## src/flash_sp_pkg.sv

```systemverilog
// Functional notes
// - low-word table read and write reach bits 15:0, word or byte mode
// - high table read and write reach bits 23:16, word or byte mode
// - address joins table page bits 7:0 with the 16-bit effective address
// - row is 32 instructions (96 bytes), panel 128 rows; erase one row
// - 32 write latches per panel, filled in order inside one aligned group
// - table write only updates latches: one word, two cycles, no program
// - one programming cycle per row; latches reach flash only when started
// - address low captures ea 15:0 of last table instruction, picks row
// - address high captures address bits 23:16 of the last table instruction
// - address low and high registers accept direct software writes
// - key register write-only; 0x55 then 0xaa must precede any operation
// - operation lasts nominally 2 ms; processor stalls until it finishes
// - start bit 15 launches the operation; hardware clears it when done
// - fill 32 latches, set program, unlock, start; device writes whole row
// - control selects erase blocks, memory type, and holds the start bit
package flash_sp_pkg;
  localparam int AXI_ADDR_W = 8;
  localparam int DATA_W = 32;
  localparam int STRB_W = 4;
  localparam int REG_W = 16;
  localparam logic [7:0] OFF_CTRL = 8'h00;
  localparam logic [7:0] OFF_ADDR_LOW = 8'h04;
  localparam logic [7:0] OFF_ADDR_HIGH = 8'h08;
  localparam logic [7:0] OFF_KEY = 8'h0c;
  localparam logic [7:0] OFF_PAGE = 8'h10;
  localparam logic [1:0] RESP_OKAY = 2'h0;
  localparam logic [1:0] RESP_SLVERR = 2'h2;
  localparam int CTRL_START_BIT = 15;
  localparam int CTRL_FLASH_WRITE_ENABLE_BIT_BIT = 14;
  localparam int OP_W = 7;
  localparam logic [6:0] OP_ERASE_ROW = 7'h41;
  localparam logic [6:0] OP_PROG_ROW = 7'h01;
  localparam logic [6:0] OP_RESET = 7'h00;
  localparam logic [7:0] KEY_FIRST = 8'h55;
  localparam logic [7:0] KEY_SECOND = 8'haa;
  localparam int WORD_W = 24;
  localparam int EA_W = 16;
  localparam int PAGE_W = 8;
  localparam int ROW_WORDS = 32;
  localparam int ROW_BYTES = 96;
  localparam int PANEL_ROWS = 128;
  localparam int IDX_W = 5;
  localparam int ROW_LSB = 6;
  localparam int ROW_W = WORD_W - ROW_LSB;
  localparam logic [4:0] IDX_LAST = 5'h1f;
  localparam logic [23:0] LATCH_RESET = 24'hffffff;
  localparam logic [15:0] REG_RESET = 16'h0000;
  localparam logic [7:0] PAGE_RESET = 8'h00;
  localparam int unsigned OP_TIME_MS = 2;
  localparam int unsigned CLK_FREQ_HZ = 250_000_000;
  localparam int unsigned OP_CYCLES = OP_TIME_MS * (CLK_FREQ_HZ / 1000);
  localparam int unsigned TBL_CYCLES = 2;
endpackage

```

## src/op_timer.sv

```systemverilog
`timescale 1ns/1ps
`default_nettype none
module op_timer #(
  parameter int unsigned COUNT = 4
) (
  input wire logic mclk,
  input wire logic reset,
  input wire logic start,
  output logic busy
);
  localparam int CNT_W = $clog2(COUNT + 1);

  logic [CNT_W-1:0] cnt_q;
  logic [CNT_W-1:0] cnt_d;
  logic busy_d;

  // busy stays high for exactly COUNT cycles after the start edge
  always_comb begin
    cnt_d = cnt_q;
    if (start) begin
      cnt_d = CNT_W'(COUNT);
    end else if (cnt_q != '0) begin
      cnt_d = cnt_q - 1'b1;
    end
    busy_d = (cnt_d != '0);
  end

  always_ff @(posedge mclk or posedge reset) begin
    if (reset) begin
      cnt_q <= '0;
      busy <= 1'b0;
    end else begin
      cnt_q <= cnt_d;
      busy <= busy_d;
    end
  end
endmodule
`default_nettype wire

```

## src/flash_self_program.sv

```systemverilog
`timescale 1ns/1ps
`default_nettype none
module flash_self_program #(
  parameter int unsigned OP_CYCLES = flash_sp_pkg::OP_CYCLES
) (
  input wire logic mclk,
  input wire logic reset,
  input wire logic [flash_sp_pkg::AXI_ADDR_W-1:0] awaddr,
  input wire logic awvalid,
  output logic awready,
  input wire logic [flash_sp_pkg::DATA_W-1:0] wdata,
  input wire logic [flash_sp_pkg::STRB_W-1:0] wstrb,
  input wire logic wvalid,
  output logic wready,
  output logic [1:0] bresp,
  output logic bvalid,
  input wire logic bready,
  input wire logic [flash_sp_pkg::AXI_ADDR_W-1:0] araddr,
  input wire logic arvalid,
  output logic arready,
  output logic [flash_sp_pkg::DATA_W-1:0] rdata,
  output logic [1:0] rresp,
  output logic rvalid,
  input wire logic rready,
  input wire logic tbl_req,
  input wire logic tbl_write,
  input wire logic tbl_high,
  input wire logic tbl_byte,
  input wire logic [flash_sp_pkg::EA_W-1:0] tbl_ea,
  input wire logic [flash_sp_pkg::EA_W-1:0] tbl_wdata,
  output logic [flash_sp_pkg::EA_W-1:0] tbl_rdata,
  output logic tbl_done,
  output logic cpu_stall,
  output logic [flash_sp_pkg::WORD_W-1:0] flash_rd_addr,
  input wire logic [flash_sp_pkg::WORD_W-1:0] flash_rd_data,
  output logic flash_erase,
  output logic flash_wr_valid,
  output logic [flash_sp_pkg::WORD_W-1:0] flash_addr,
  output logic [flash_sp_pkg::WORD_W-1:0] flash_wr_data
);
  import flash_sp_pkg::*;

  typedef enum logic [2:0] {
    KEY_IDLE = 3'b001, KEY_HALF = 3'b010, KEY_ARMED = 3'b100
  } key_state_t;
  typedef enum logic [2:0] {
    OP_IDLE = 3'b001, OP_STREAM = 3'b010, OP_WAIT = 3'b100
  } op_state_t;
  typedef enum logic [1:0] {TB_IDLE = 2'b01, TB_ACT = 2'b10} tbl_state_t;

  logic aw_have_q, aw_have_d, w_have_q, w_have_d;
  logic [AXI_ADDR_W-1:0] waddr_q, waddr_d;
  logic [DATA_W-1:0] wdata_q, wdata_d, rdata_d;
  logic [STRB_W-1:0] wstrb_q, wstrb_d;
  logic awready_d, wready_d, bvalid_d, arready_d, rvalid_d;
  logic [1:0] bresp_d, rresp_d;
  logic wr_fire, ar_fire, wr_hit, rd_hit;
  logic [7:0] wsel, rsel;
  logic [REG_W-1:0] rd_val, mask16, ctrl_rd, ctrl_new;
  logic start_q, start_d, flash_write_enable_bit_q, flash_write_enable_bit_d;
  logic [OP_W-1:0] op_q, op_d;
  logic [REG_W-1:0] addr_low_q, addr_low_d, addr_high_q, addr_high_d;
  logic [PAGE_W-1:0] page_q, page_d;
  key_state_t key_q, key_d;
  logic ctrl_wr, op_ok, launch;
  op_state_t opst_q, opst_d;
  logic [IDX_W-1:0] idx_q, idx_d;
  logic [ROW_W-1:0] row_q, row_d;
  logic erase_d, wr_valid_d, stall_d, tmr_busy;
  logic [WORD_W-1:0] faddr_d, fdata_d;
  tbl_state_t tb_q, tb_d;
  logic tb_write_q, tb_write_d, tb_high_q, tb_high_d;
  logic tb_byte_q, tb_byte_d, tb_odd_q, tb_odd_d;
  logic tbl_take, done_d;
  logic [EA_W-1:0] trdata_d;
  logic [WORD_W-1:0] rd_addr_d;
  logic [WORD_W-1:0] latch_q [ROW_WORDS];
  logic [IDX_W-1:0] lat_idx;
  logic [WORD_W-1:0] lat_new;
  logic lat_we;

  //////////////////////////////////////////////////////////////////////////
  // register bus slave

  assign wr_fire = aw_have_q && w_have_q && !bvalid;
  assign ar_fire = arvalid && arready;
  assign wsel = {waddr_q[AXI_ADDR_W-1:2], 2'b00};
  assign rsel = {araddr[AXI_ADDR_W-1:2], 2'b00};
  assign wr_hit = (wsel == OFF_CTRL) || (wsel == OFF_ADDR_LOW) ||
                  (wsel == OFF_ADDR_HIGH) || (wsel == OFF_KEY) ||
                  (wsel == OFF_PAGE);

  always_comb begin
    rd_hit = 1'b1;
    rd_val = REG_RESET;
    unique case (rsel)
      OFF_CTRL: rd_val = ctrl_rd;
      OFF_ADDR_LOW: rd_val = addr_low_q;
      OFF_ADDR_HIGH: rd_val = addr_high_q;
      // the key never reads back, so software cannot learn it from a dump
      OFF_KEY: rd_val = REG_RESET;
      OFF_PAGE: rd_val = {8'h00, page_q};
      default: rd_hit = 1'b0;
    endcase
  end

  always_comb begin
    aw_have_d = aw_have_q;
    waddr_d = waddr_q;
    w_have_d = w_have_q;
    wdata_d = wdata_q;
    wstrb_d = wstrb_q;
    if (aw_have_q) begin
      if (wr_fire) aw_have_d = 1'b0;
    end else if (awvalid && awready) begin
      aw_have_d = 1'b1;
      waddr_d = awaddr;
    end
    if (w_have_q) begin
      if (wr_fire) w_have_d = 1'b0;
    end else if (wvalid && wready) begin
      w_have_d = 1'b1;
      wdata_d = wdata;
      wstrb_d = wstrb;
    end
    awready_d = !aw_have_d;
    wready_d = !w_have_d;
    bvalid_d = bvalid;
    bresp_d = bresp;
    if (wr_fire) begin
      bvalid_d = 1'b1;
      bresp_d = wr_hit ? RESP_OKAY : RESP_SLVERR;
    end else if (bvalid && bready) begin
      bvalid_d = 1'b0;
    end
    rvalid_d = rvalid;
    rdata_d = rdata;
    rresp_d = rresp;
    if (ar_fire) begin
      rvalid_d = 1'b1;
      rdata_d = {16'h0000, rd_val};
      rresp_d = rd_hit ? RESP_OKAY : RESP_SLVERR;
    end else if (rvalid && rready) begin
      rvalid_d = 1'b0;
    end
    arready_d = !rvalid_d;
  end

  always_ff @(posedge mclk or posedge reset) begin
    if (reset) begin
      aw_have_q <= 1'b0;
      w_have_q <= 1'b0;
      waddr_q <= '0;
      wdata_q <= '0;
      wstrb_q <= '0;
      awready <= 1'b0;
      wready <= 1'b0;
      bvalid <= 1'b0;
      bresp <= RESP_OKAY;
      arready <= 1'b0;
      rvalid <= 1'b0;
      rdata <= '0;
      rresp <= RESP_OKAY;
    end else begin
      aw_have_q <= aw_have_d;
      w_have_q <= w_have_d;
      waddr_q <= waddr_d;
      wdata_q <= wdata_d;
      wstrb_q <= wstrb_d;
      awready <= awready_d;
      wready <= wready_d;
      bvalid <= bvalid_d;
      bresp <= bresp_d;
      arready <= arready_d;
      rvalid <= rvalid_d;
      rdata <= rdata_d;
      rresp <= rresp_d;
    end
  end

  //////////////////////////////////////////////////////////////////////////
  // control, address, page and unlock key

  assign mask16 = {{8{wstrb_q[1]}}, {8{wstrb_q[0]}}};
  assign ctrl_rd = {start_q, flash_write_enable_bit_q, 7'h00, op_q};
  assign ctrl_new = (ctrl_rd & ~mask16) | (wdata_q[REG_W-1:0] & mask16);
  assign ctrl_wr = wr_fire && (wsel == OFF_CTRL);
  assign op_ok = (ctrl_new[OP_W-1:0] == OP_ERASE_ROW) ||
                 (ctrl_new[OP_W-1:0] == OP_PROG_ROW);
  // start gated by key and enable
  assign launch = ctrl_wr && ctrl_new[CTRL_START_BIT] && !start_q &&
                  ctrl_new[CTRL_FLASH_WRITE_ENABLE_BIT_BIT] && op_ok &&
                  (key_q == KEY_ARMED) && (opst_q == OP_IDLE);

  always_comb begin
    start_d = start_q;
    flash_write_enable_bit_d = flash_write_enable_bit_q;
    op_d = op_q;
    addr_low_d = addr_low_q;
    addr_high_d = addr_high_q;
    page_d = page_q;
    key_d = key_q;
    if (tbl_take) begin
      addr_low_d = tbl_ea;
      addr_high_d = {8'h00, page_q};
    end else if (wr_fire) begin
      if (wsel == OFF_ADDR_LOW) begin
        addr_low_d = (addr_low_q & ~mask16) | (wdata_q[REG_W-1:0] & mask16);
      end
      if ((wsel == OFF_ADDR_HIGH) && wstrb_q[0]) begin
        addr_high_d = {8'h00, wdata_q[PAGE_W-1:0]};
      end
    end
    if (wr_fire && (wsel == OFF_PAGE) && wstrb_q[0]) begin
      page_d = wdata_q[PAGE_W-1:0];
    end
    // selection is frozen while an operation runs
    if (ctrl_wr && !start_q) begin
      flash_write_enable_bit_d = ctrl_new[CTRL_FLASH_WRITE_ENABLE_BIT_BIT];
      op_d = ctrl_new[OP_W-1:0];
    end
    if (launch) begin
      start_d = 1'b1;
    end else if ((opst_q == OP_WAIT) && !tmr_busy) begin
      start_d = 1'b0;
    end
    if (wr_fire) begin
      if ((wsel == OFF_KEY) && wstrb_q[0]) begin
        if (wdata_q[7:0] == KEY_FIRST) begin
          key_d = KEY_HALF;
        end else if ((wdata_q[7:0] == KEY_SECOND) && (key_q == KEY_HALF)) begin
          key_d = KEY_ARMED;
        end else begin
          key_d = KEY_IDLE;
        end
      end else begin
        key_d = KEY_IDLE;
      end
    end
    // a table write in the same cycle as a key write still disarms
    if (tbl_take && tbl_write) begin
      key_d = KEY_IDLE;
    end
  end

  always_ff @(posedge mclk or posedge reset) begin
    if (reset) begin
      start_q <= 1'b0;
      flash_write_enable_bit_q <= 1'b0;
      op_q <= OP_RESET;
      addr_low_q <= REG_RESET;
      addr_high_q <= REG_RESET;
      page_q <= PAGE_RESET;
      key_q <= KEY_IDLE;
    end else begin
      start_q <= start_d;
      flash_write_enable_bit_q <= flash_write_enable_bit_d;
      op_q <= op_d;
      addr_low_q <= addr_low_d;
      addr_high_q <= addr_high_d;
      page_q <= page_d;
      key_q <= key_d;
    end
  end

  //////////////////////////////////////////////////////////////////////////
  // erase and program sequencer

  op_timer #(.COUNT(OP_CYCLES)) u_timer (
    .mclk(mclk),
    .reset(reset),
    .start(launch),
    .busy(tmr_busy)
  );

  always_comb begin
    opst_d = opst_q;
    idx_d = idx_q;
    row_d = row_q;
    erase_d = 1'b0;
    wr_valid_d = 1'b0;
    faddr_d = flash_addr;
    fdata_d = flash_wr_data;
    unique case (opst_q)
      OP_IDLE: begin
        if (launch) begin
          row_d = {addr_high_q[PAGE_W-1:0], addr_low_q[EA_W-1:ROW_LSB]};
          idx_d = '0;
          if (ctrl_new[OP_W-1:0] == OP_ERASE_ROW) begin
            erase_d = 1'b1;
            faddr_d = {row_d, 6'h00};
            opst_d = OP_WAIT;
          end else begin
            opst_d = OP_STREAM;
          end
        end
      end
      OP_STREAM: begin
        wr_valid_d = 1'b1;
        faddr_d = {row_q, idx_q, 1'b0};
        fdata_d = latch_q[idx_q];
        idx_d = idx_q + 5'h01;
        if (idx_q == IDX_LAST) opst_d = OP_WAIT;
      end
      OP_WAIT: begin
        if (!tmr_busy) opst_d = OP_IDLE;
      end
      default: opst_d = OP_IDLE;
    endcase
    stall_d = (opst_d != OP_IDLE);
  end

  always_ff @(posedge mclk or posedge reset) begin
    if (reset) begin
      opst_q <= OP_IDLE;
      idx_q <= '0;
      row_q <= '0;
      flash_erase <= 1'b0;
      flash_wr_valid <= 1'b0;
      flash_addr <= '0;
      flash_wr_data <= '0;
      cpu_stall <= 1'b0;
    end else begin
      opst_q <= opst_d;
      idx_q <= idx_d;
      row_q <= row_d;
      flash_erase <= erase_d;
      flash_wr_valid <= wr_valid_d;
      flash_addr <= faddr_d;
      flash_wr_data <= fdata_d;
      cpu_stall <= stall_d;
    end
  end

  //////////////////////////////////////////////////////////////////////////
  // table instructions and write latches

  // a stalled core issues nothing, so no table access during an operation
  assign tbl_take = tbl_req && (tb_q == TB_IDLE) && !tbl_done &&
                    (opst_q == OP_IDLE);
  assign lat_idx = tbl_ea[ROW_LSB-1:1];
  assign lat_we = tbl_take && tbl_write;

  always_comb begin
    lat_new = latch_q[lat_idx];
    if (tbl_high) begin
      if (!(tbl_byte && tbl_ea[0])) lat_new[23:16] = tbl_wdata[7:0];
    end else if (tbl_byte) begin
      if (tbl_ea[0]) lat_new[15:8] = tbl_wdata[7:0];
      else lat_new[7:0] = tbl_wdata[7:0];
    end else begin
      lat_new[15:0] = tbl_wdata;
    end
  end

  always_ff @(posedge mclk or posedge reset) begin
    if (reset) begin
      for (int i = 0; i < ROW_WORDS; i++) latch_q[i] <= LATCH_RESET;
    end else if (lat_we) begin
      latch_q[lat_idx] <= lat_new;
    end
  end

  always_comb begin
    tb_d = tb_q;
    done_d = 1'b0;
    trdata_d = tbl_rdata;
    rd_addr_d = flash_rd_addr;
    tb_write_d = tb_write_q;
    tb_high_d = tb_high_q;
    tb_byte_d = tb_byte_q;
    tb_odd_d = tb_odd_q;
    unique case (tb_q)
      TB_IDLE: begin
        if (tbl_take) begin
          tb_d = TB_ACT;
          tb_write_d = tbl_write;
          tb_high_d = tbl_high;
          tb_byte_d = tbl_byte;
          tb_odd_d = tbl_ea[0];
          rd_addr_d = {page_q, tbl_ea};
        end
      end
      TB_ACT: begin
        tb_d = TB_IDLE;
        done_d = 1'b1;
        if (!tb_write_q) begin
          if (tb_high_q) begin
            trdata_d = (tb_byte_q && tb_odd_q) ? 16'h0000 :
                       {8'h00, flash_rd_data[23:16]};
          end else if (tb_byte_q) begin
            trdata_d = {8'h00, tb_odd_q ? flash_rd_data[15:8] :
                        flash_rd_data[7:0]};
          end else begin
            trdata_d = flash_rd_data[15:0];
          end
        end
      end
      default: tb_d = TB_IDLE;
    endcase
  end

  always_ff @(posedge mclk or posedge reset) begin
    if (reset) begin
      tb_q <= TB_IDLE;
      tbl_done <= 1'b0;
      tbl_rdata <= '0;
      flash_rd_addr <= '0;
      tb_write_q <= 1'b0;
      tb_high_q <= 1'b0;
      tb_byte_q <= 1'b0;
      tb_odd_q <= 1'b0;
    end else begin
      tb_q <= tb_d;
      tbl_done <= done_d;
      tbl_rdata <= trdata_d;
      flash_rd_addr <= rd_addr_d;
      tb_write_q <= tb_write_d;
      tb_high_q <= tb_high_d;
      tb_byte_q <= tb_byte_d;
      tb_odd_q <= tb_odd_d;
    end
  end

  //////////////////////////////////////////////////////////////////////////
  // checks

  int unsigned run_len_q;
  logic [6:0] wr_cnt_q;
  logic was_prog_q;
  logic [7:0] tbl_wbyte;
  assign tbl_wbyte = tbl_wdata[7:0];

  always_ff @(posedge mclk or posedge reset) begin
    if (reset) begin
      run_len_q <= 0;
      wr_cnt_q <= '0;
      was_prog_q <= 1'b0;
    end else begin
      run_len_q <= launch ? 0 : (cpu_stall ? run_len_q + 1 : run_len_q);
      if (launch) begin
        wr_cnt_q <= '0;
        was_prog_q <= (ctrl_new[OP_W-1:0] == OP_PROG_ROW);
      end else if (flash_wr_valid) begin
        wr_cnt_q <= wr_cnt_q + 7'h01;
      end
    end
  end
endmodule
`default_nettype wire

```

## config.mk

```make
export PLATFORM = sky130hd
export DESIGN_NAME = flash_self_program
export DESIGN_NICKNAME = d
export VERILOG_FILES = /design/src/flash_sp_pkg.sv /design/src/op_timer.sv /design/src/flash_self_program.sv
export SDC_FILE = /design/constraint.sdc
export NUM_CORES = 2
export LEC_CHECK = 0
export BUFFER_PORTS_ARGS = -buffer_cell sky130_fd_sc_hd__buf_2
export CAP_MARGIN = 20
export CORE_ASPECT_RATIO = 1.5
export CORE_MARGIN = 2
export CORE_UTILIZATION = 62
export CTS_CLUSTER_SIZE = 24
export DETAILED_ROUTE_END_ITERATION = 6
export PLACE_DENSITY = 0.81
export REMOVE_ABC_BUFFERS = 1
export SLEW_MARGIN = 10
export SYNTH_ARGS = -nofsm -noshare
export SYNTH_HDL_FRONTEND = slang
export SYNTH_HIERARCHICAL = 1
export SYNTH_SLANG_ARGS = --single-unit
```

## constraint.sdc

```tcl
create_clock -name mclk -period 47.6 [get_ports mclk]
set_input_delay 14.28 -clock mclk [delete_from_list [all_inputs] [get_ports mclk]]
set_output_delay 14.28 -clock mclk [all_outputs]
set_load 0.03 [all_outputs]
```

==> flow_metrics.tcl <==
set metrics [dict create \
    status "finished with violations" \
    violations "design-rule violations" \
    critical_path.max_fanout 77 \
    cts.sinks 1003 \
    gr-max-usage-layer "met2" \
    coreArea_um2 83400 \
    clk_path_buf_depth 3 \
    synth_edf_count 0 \
    cts_resized 0 \
    clk_latency_ps 700 \
    relSlewSlack_pct 8.40 \
    ys_seq_elements 1003 \
    period_needed_ps 18470 \
    worstMarginPinSlew_ps 1370 \
    worstSetupEndpointType "register" \
    final_nets 4621 \
    dp_worst_setup_slack_ps 28770 \
    antenna_found_initial 10 \
    grt.met3_usage_pct 14.7 \
    ctsHoldBuffers 0 \
    num_io_pins 252 \
    power-per-cell-area_nw_per_um2 38.1 \
    dieArea_um2 86300 \
    die_h_um 359 \
    cts_tree "done" \
    final_max_slew_viol_count 0 \
    path_clk_slew_ps 60 \
    ant_nets 0 \
    synth-seq-area-share_pct 50.1 \
    rows 130 \
    hp-class "register to register" \
    drc 57 \
    cts_setup_buffers 0 \
    ys_async_sr_fraction_pct 100 \
    grt_use_met2_pct 60.9 \
    grt_max_degree 110 \
    synth_area_um2 52000 \
    io_buffers 210 \
    dp_cells 5501 \
    p_leak_nw 22.6 \
    startpoint_type "input port" \
    ctsRootBufferMaster "clkbuf_16" \
    arrival_ps 19040 \
    numCtsBuffers 95 \
    ir_drop_uv 31.8 \
    clock_skew_ps 37.1 \
    syn_inst 4473 \
    grt_pass1_wl_mm 260 \
    vias 41300 \
    initial_core_util_pct 62.4 \
    fin_crit_sh_pct 38.8 \
    syn_to_final_growth_pct 9.94 \
    ys_warn_count 6 \
    rsz0062_at_grt "false" \
    synth_top_area_share_pct 38.9 \
    place_hpwl_mm 106 \
    netlist_top_cells_area "dfstp_2, dfrtp_1, mux4_2" \
    required_ps 48170 \
    gp_congestion 0.979 \
    yosysTopAreaCell "dfstp_2" \
    final-instance-count-excl-fill 5714 \
    setup_slack_ps 29130 \
    finalSetupViolCount 0 \
    totalWireLength_mm 177 \
    grt_pass1_vias 41000 \
    track_usage_pct 41.0 \
    postSynthAreaPerCell_um2 11.6 \
    avgViaCountPerCell 7.23 \
    final_area_um2 57200 \
    fmax_mhz 54.2 \
    globalRouteMet1Util_pct 47.8 \
    drtIter0Drc 5002 \
    post_drt_wl_per_cell_um 31.0 \
    setup.worst_path.class "input port to register" \
    drv_cap 0 \
    grt-ovfl-total 0 \
    yosysUniqueCellTypes 90 \
    cts_max_level 3 \
    drtPass1Iterations 7 \
    hold_violations 0 \
    synth_flop_cell "dfstp_2" \
    post_dp_cell_area_um2 53500 \
    drive_gt1_share_pct 41.8 \
    finalSetupTns_ps 0 \
    fp.dieW_um 241 \
]
layer usage:
metal  vias up  share of wire, %
li1      16400                 -
met1     20500                33
met2      3266                45
met3      1116                13
met4        10               9.4
met5         -             0.031
registers in the layout, indices dropped and copies added, names as in the netlist, 2 cells and up, named ones only:
register and count:
wstrb_q 2, idx_q 5, flash_wr_data 24, u_timer/cnt_q 19, addr_high_q 8, waddr_q 6, op_q 7, page_q 8
opst_q 3, tb_q 2, row_q 18, rdata 16, key_q 3, tbl_rdata 16, flash_addr 23, latch_q 768
flash_rd_addr 24, wdata_q 16
worst paths after layout:
kind	startpoint	to	slack [ps]	depth (start not counted)
worst max-delay path	tbl_ea[1]	latch_q[42]$_DFFE_PP1P_	29130	12
worst min-delay path	tbl_rdata[10]$_DFFE_PP0P_	tbl_rdata[10]$_DFFE_PP0P_	470	2
worst max register to register	tb_q[0]$_DFFE_PP1P_	latch_q[580]$_DFFE_PP1P_	43130	7
worst min register to register	tbl_rdata[10]$_DFFE_PP0P_	tbl_rdata[10]$_DFFE_PP0P_	470	2
max in group asynchronous	reset	flash_wr_data[10]$_DFFE_PP0P_	30610	5
min in group asynchronous	reset	row_q[7]$_DFFE_PP0P_	13740	2
placed cells by master (no fill, tap or decap), types with 12 or more instances in the layout:
master	netlist	routed
a21boi_0	24	23
nand4_1	20	20
mux2i_1	305	305
a21oi_1	70	69
nand2_2	8	16
nor2b_1	23	19
diode_2	0	12
clkbuf_16	0	100
nor2_1	48	43
o31ai_1	36	36
clkbuf_1	230	25
a31oi_1	42	42
clkbuf_8	0	22
a211oi_1	14	14
mux4_2	249	249
dfrtp_1	232	229
mux2_4	31	31
a22oi_1	100	100
mux2_2	286	286
nand2b_1	18	17
clkinv_2	0	15
o22ai_1	55	51
inv_1	17	16
nand2_1	773	765
nand2_4	17	17
dfstp_2	771	771
buf_2	97	208
buf_8	4	21
a21o_1	12	12
o21ai_0	563	552
a22o_1	38	38
nor3_1	23	23
mux2_1	16	16
conb_1	1	19
nand3_1	85	82
buf_4	32	81
o221ai_1	46	46
power breakdown:
group,switching [W],total [W],internal [W]
Clock,0.000343,0.000801,0.000458
Combinational,0.000198,0.000323,0.000125
Sequential,0.0000770,0.00105,0.000978
Total,0.000618,0.00218,0.00156
critical path, cell delays in order:
cell and delay (ps):
buf_8 570, buf_12 520, buf_4 670, buf_4 680, mux2i_1 300, o22ai_1 140, a2111oi_0 400, buf_1 370
nand3_1 150, o21ai_2 240, buf_4 350, o21ai_0 130
cells by family (layout without fill, tap and decap cells):
family          count (synthesis)  count (layout)  synth area share, %
flops                        1003            1003                 50.1
buf+inv                       432             521                 4.06
xor+xnor                       11              11                0.185
mux                           887             887                 24.1
simple gates                 1101            1101                 9.56
compound gates               1034            1034                 11.9
fa+ha+maj                       4               4               0.0914
other cells                     1              31              0.00721
cell type report:
type	instances	area (µm²)
inverter	20	87.6
fill	5930	26200
clock inverter	31	365
sequential	1003	26100
multi-input combinational	3056	24200
clock buffer	147	2900
timing repair buffer	323	2190
antenna	12	30.0
tap	1122	1400
stage by stage:
stage                     util (%)  total power [W]  hold WS, ps
final                         68.6          0.00218          470
after global routing          68.5          0.00225          484
after CTS                     68.1          0.00217          468
after detailed placement      64.1          0.00137          454
after global placement        64.0          0.00136          454
after floorplan                  -          0.00125          438
synthesized netlist by cell type, types with 36 or more instances:
library cell and count:
o31ai_1 36, nand2_1 773, nand3_1 85, o22ai_1 55, dfrtp_1 232, a22oi_1 100, a31oi_1 42, mux2_2 286
a21oi_1 70, dfstp_2 771, o21ai_0 563, nor2_1 48, buf_2 97, clkbuf_1 230, mux4_2 249, mux2i_1 305
a22o_1 38, o221ai_1 46
No activity file was read; power rests on OpenSTA's default activity.
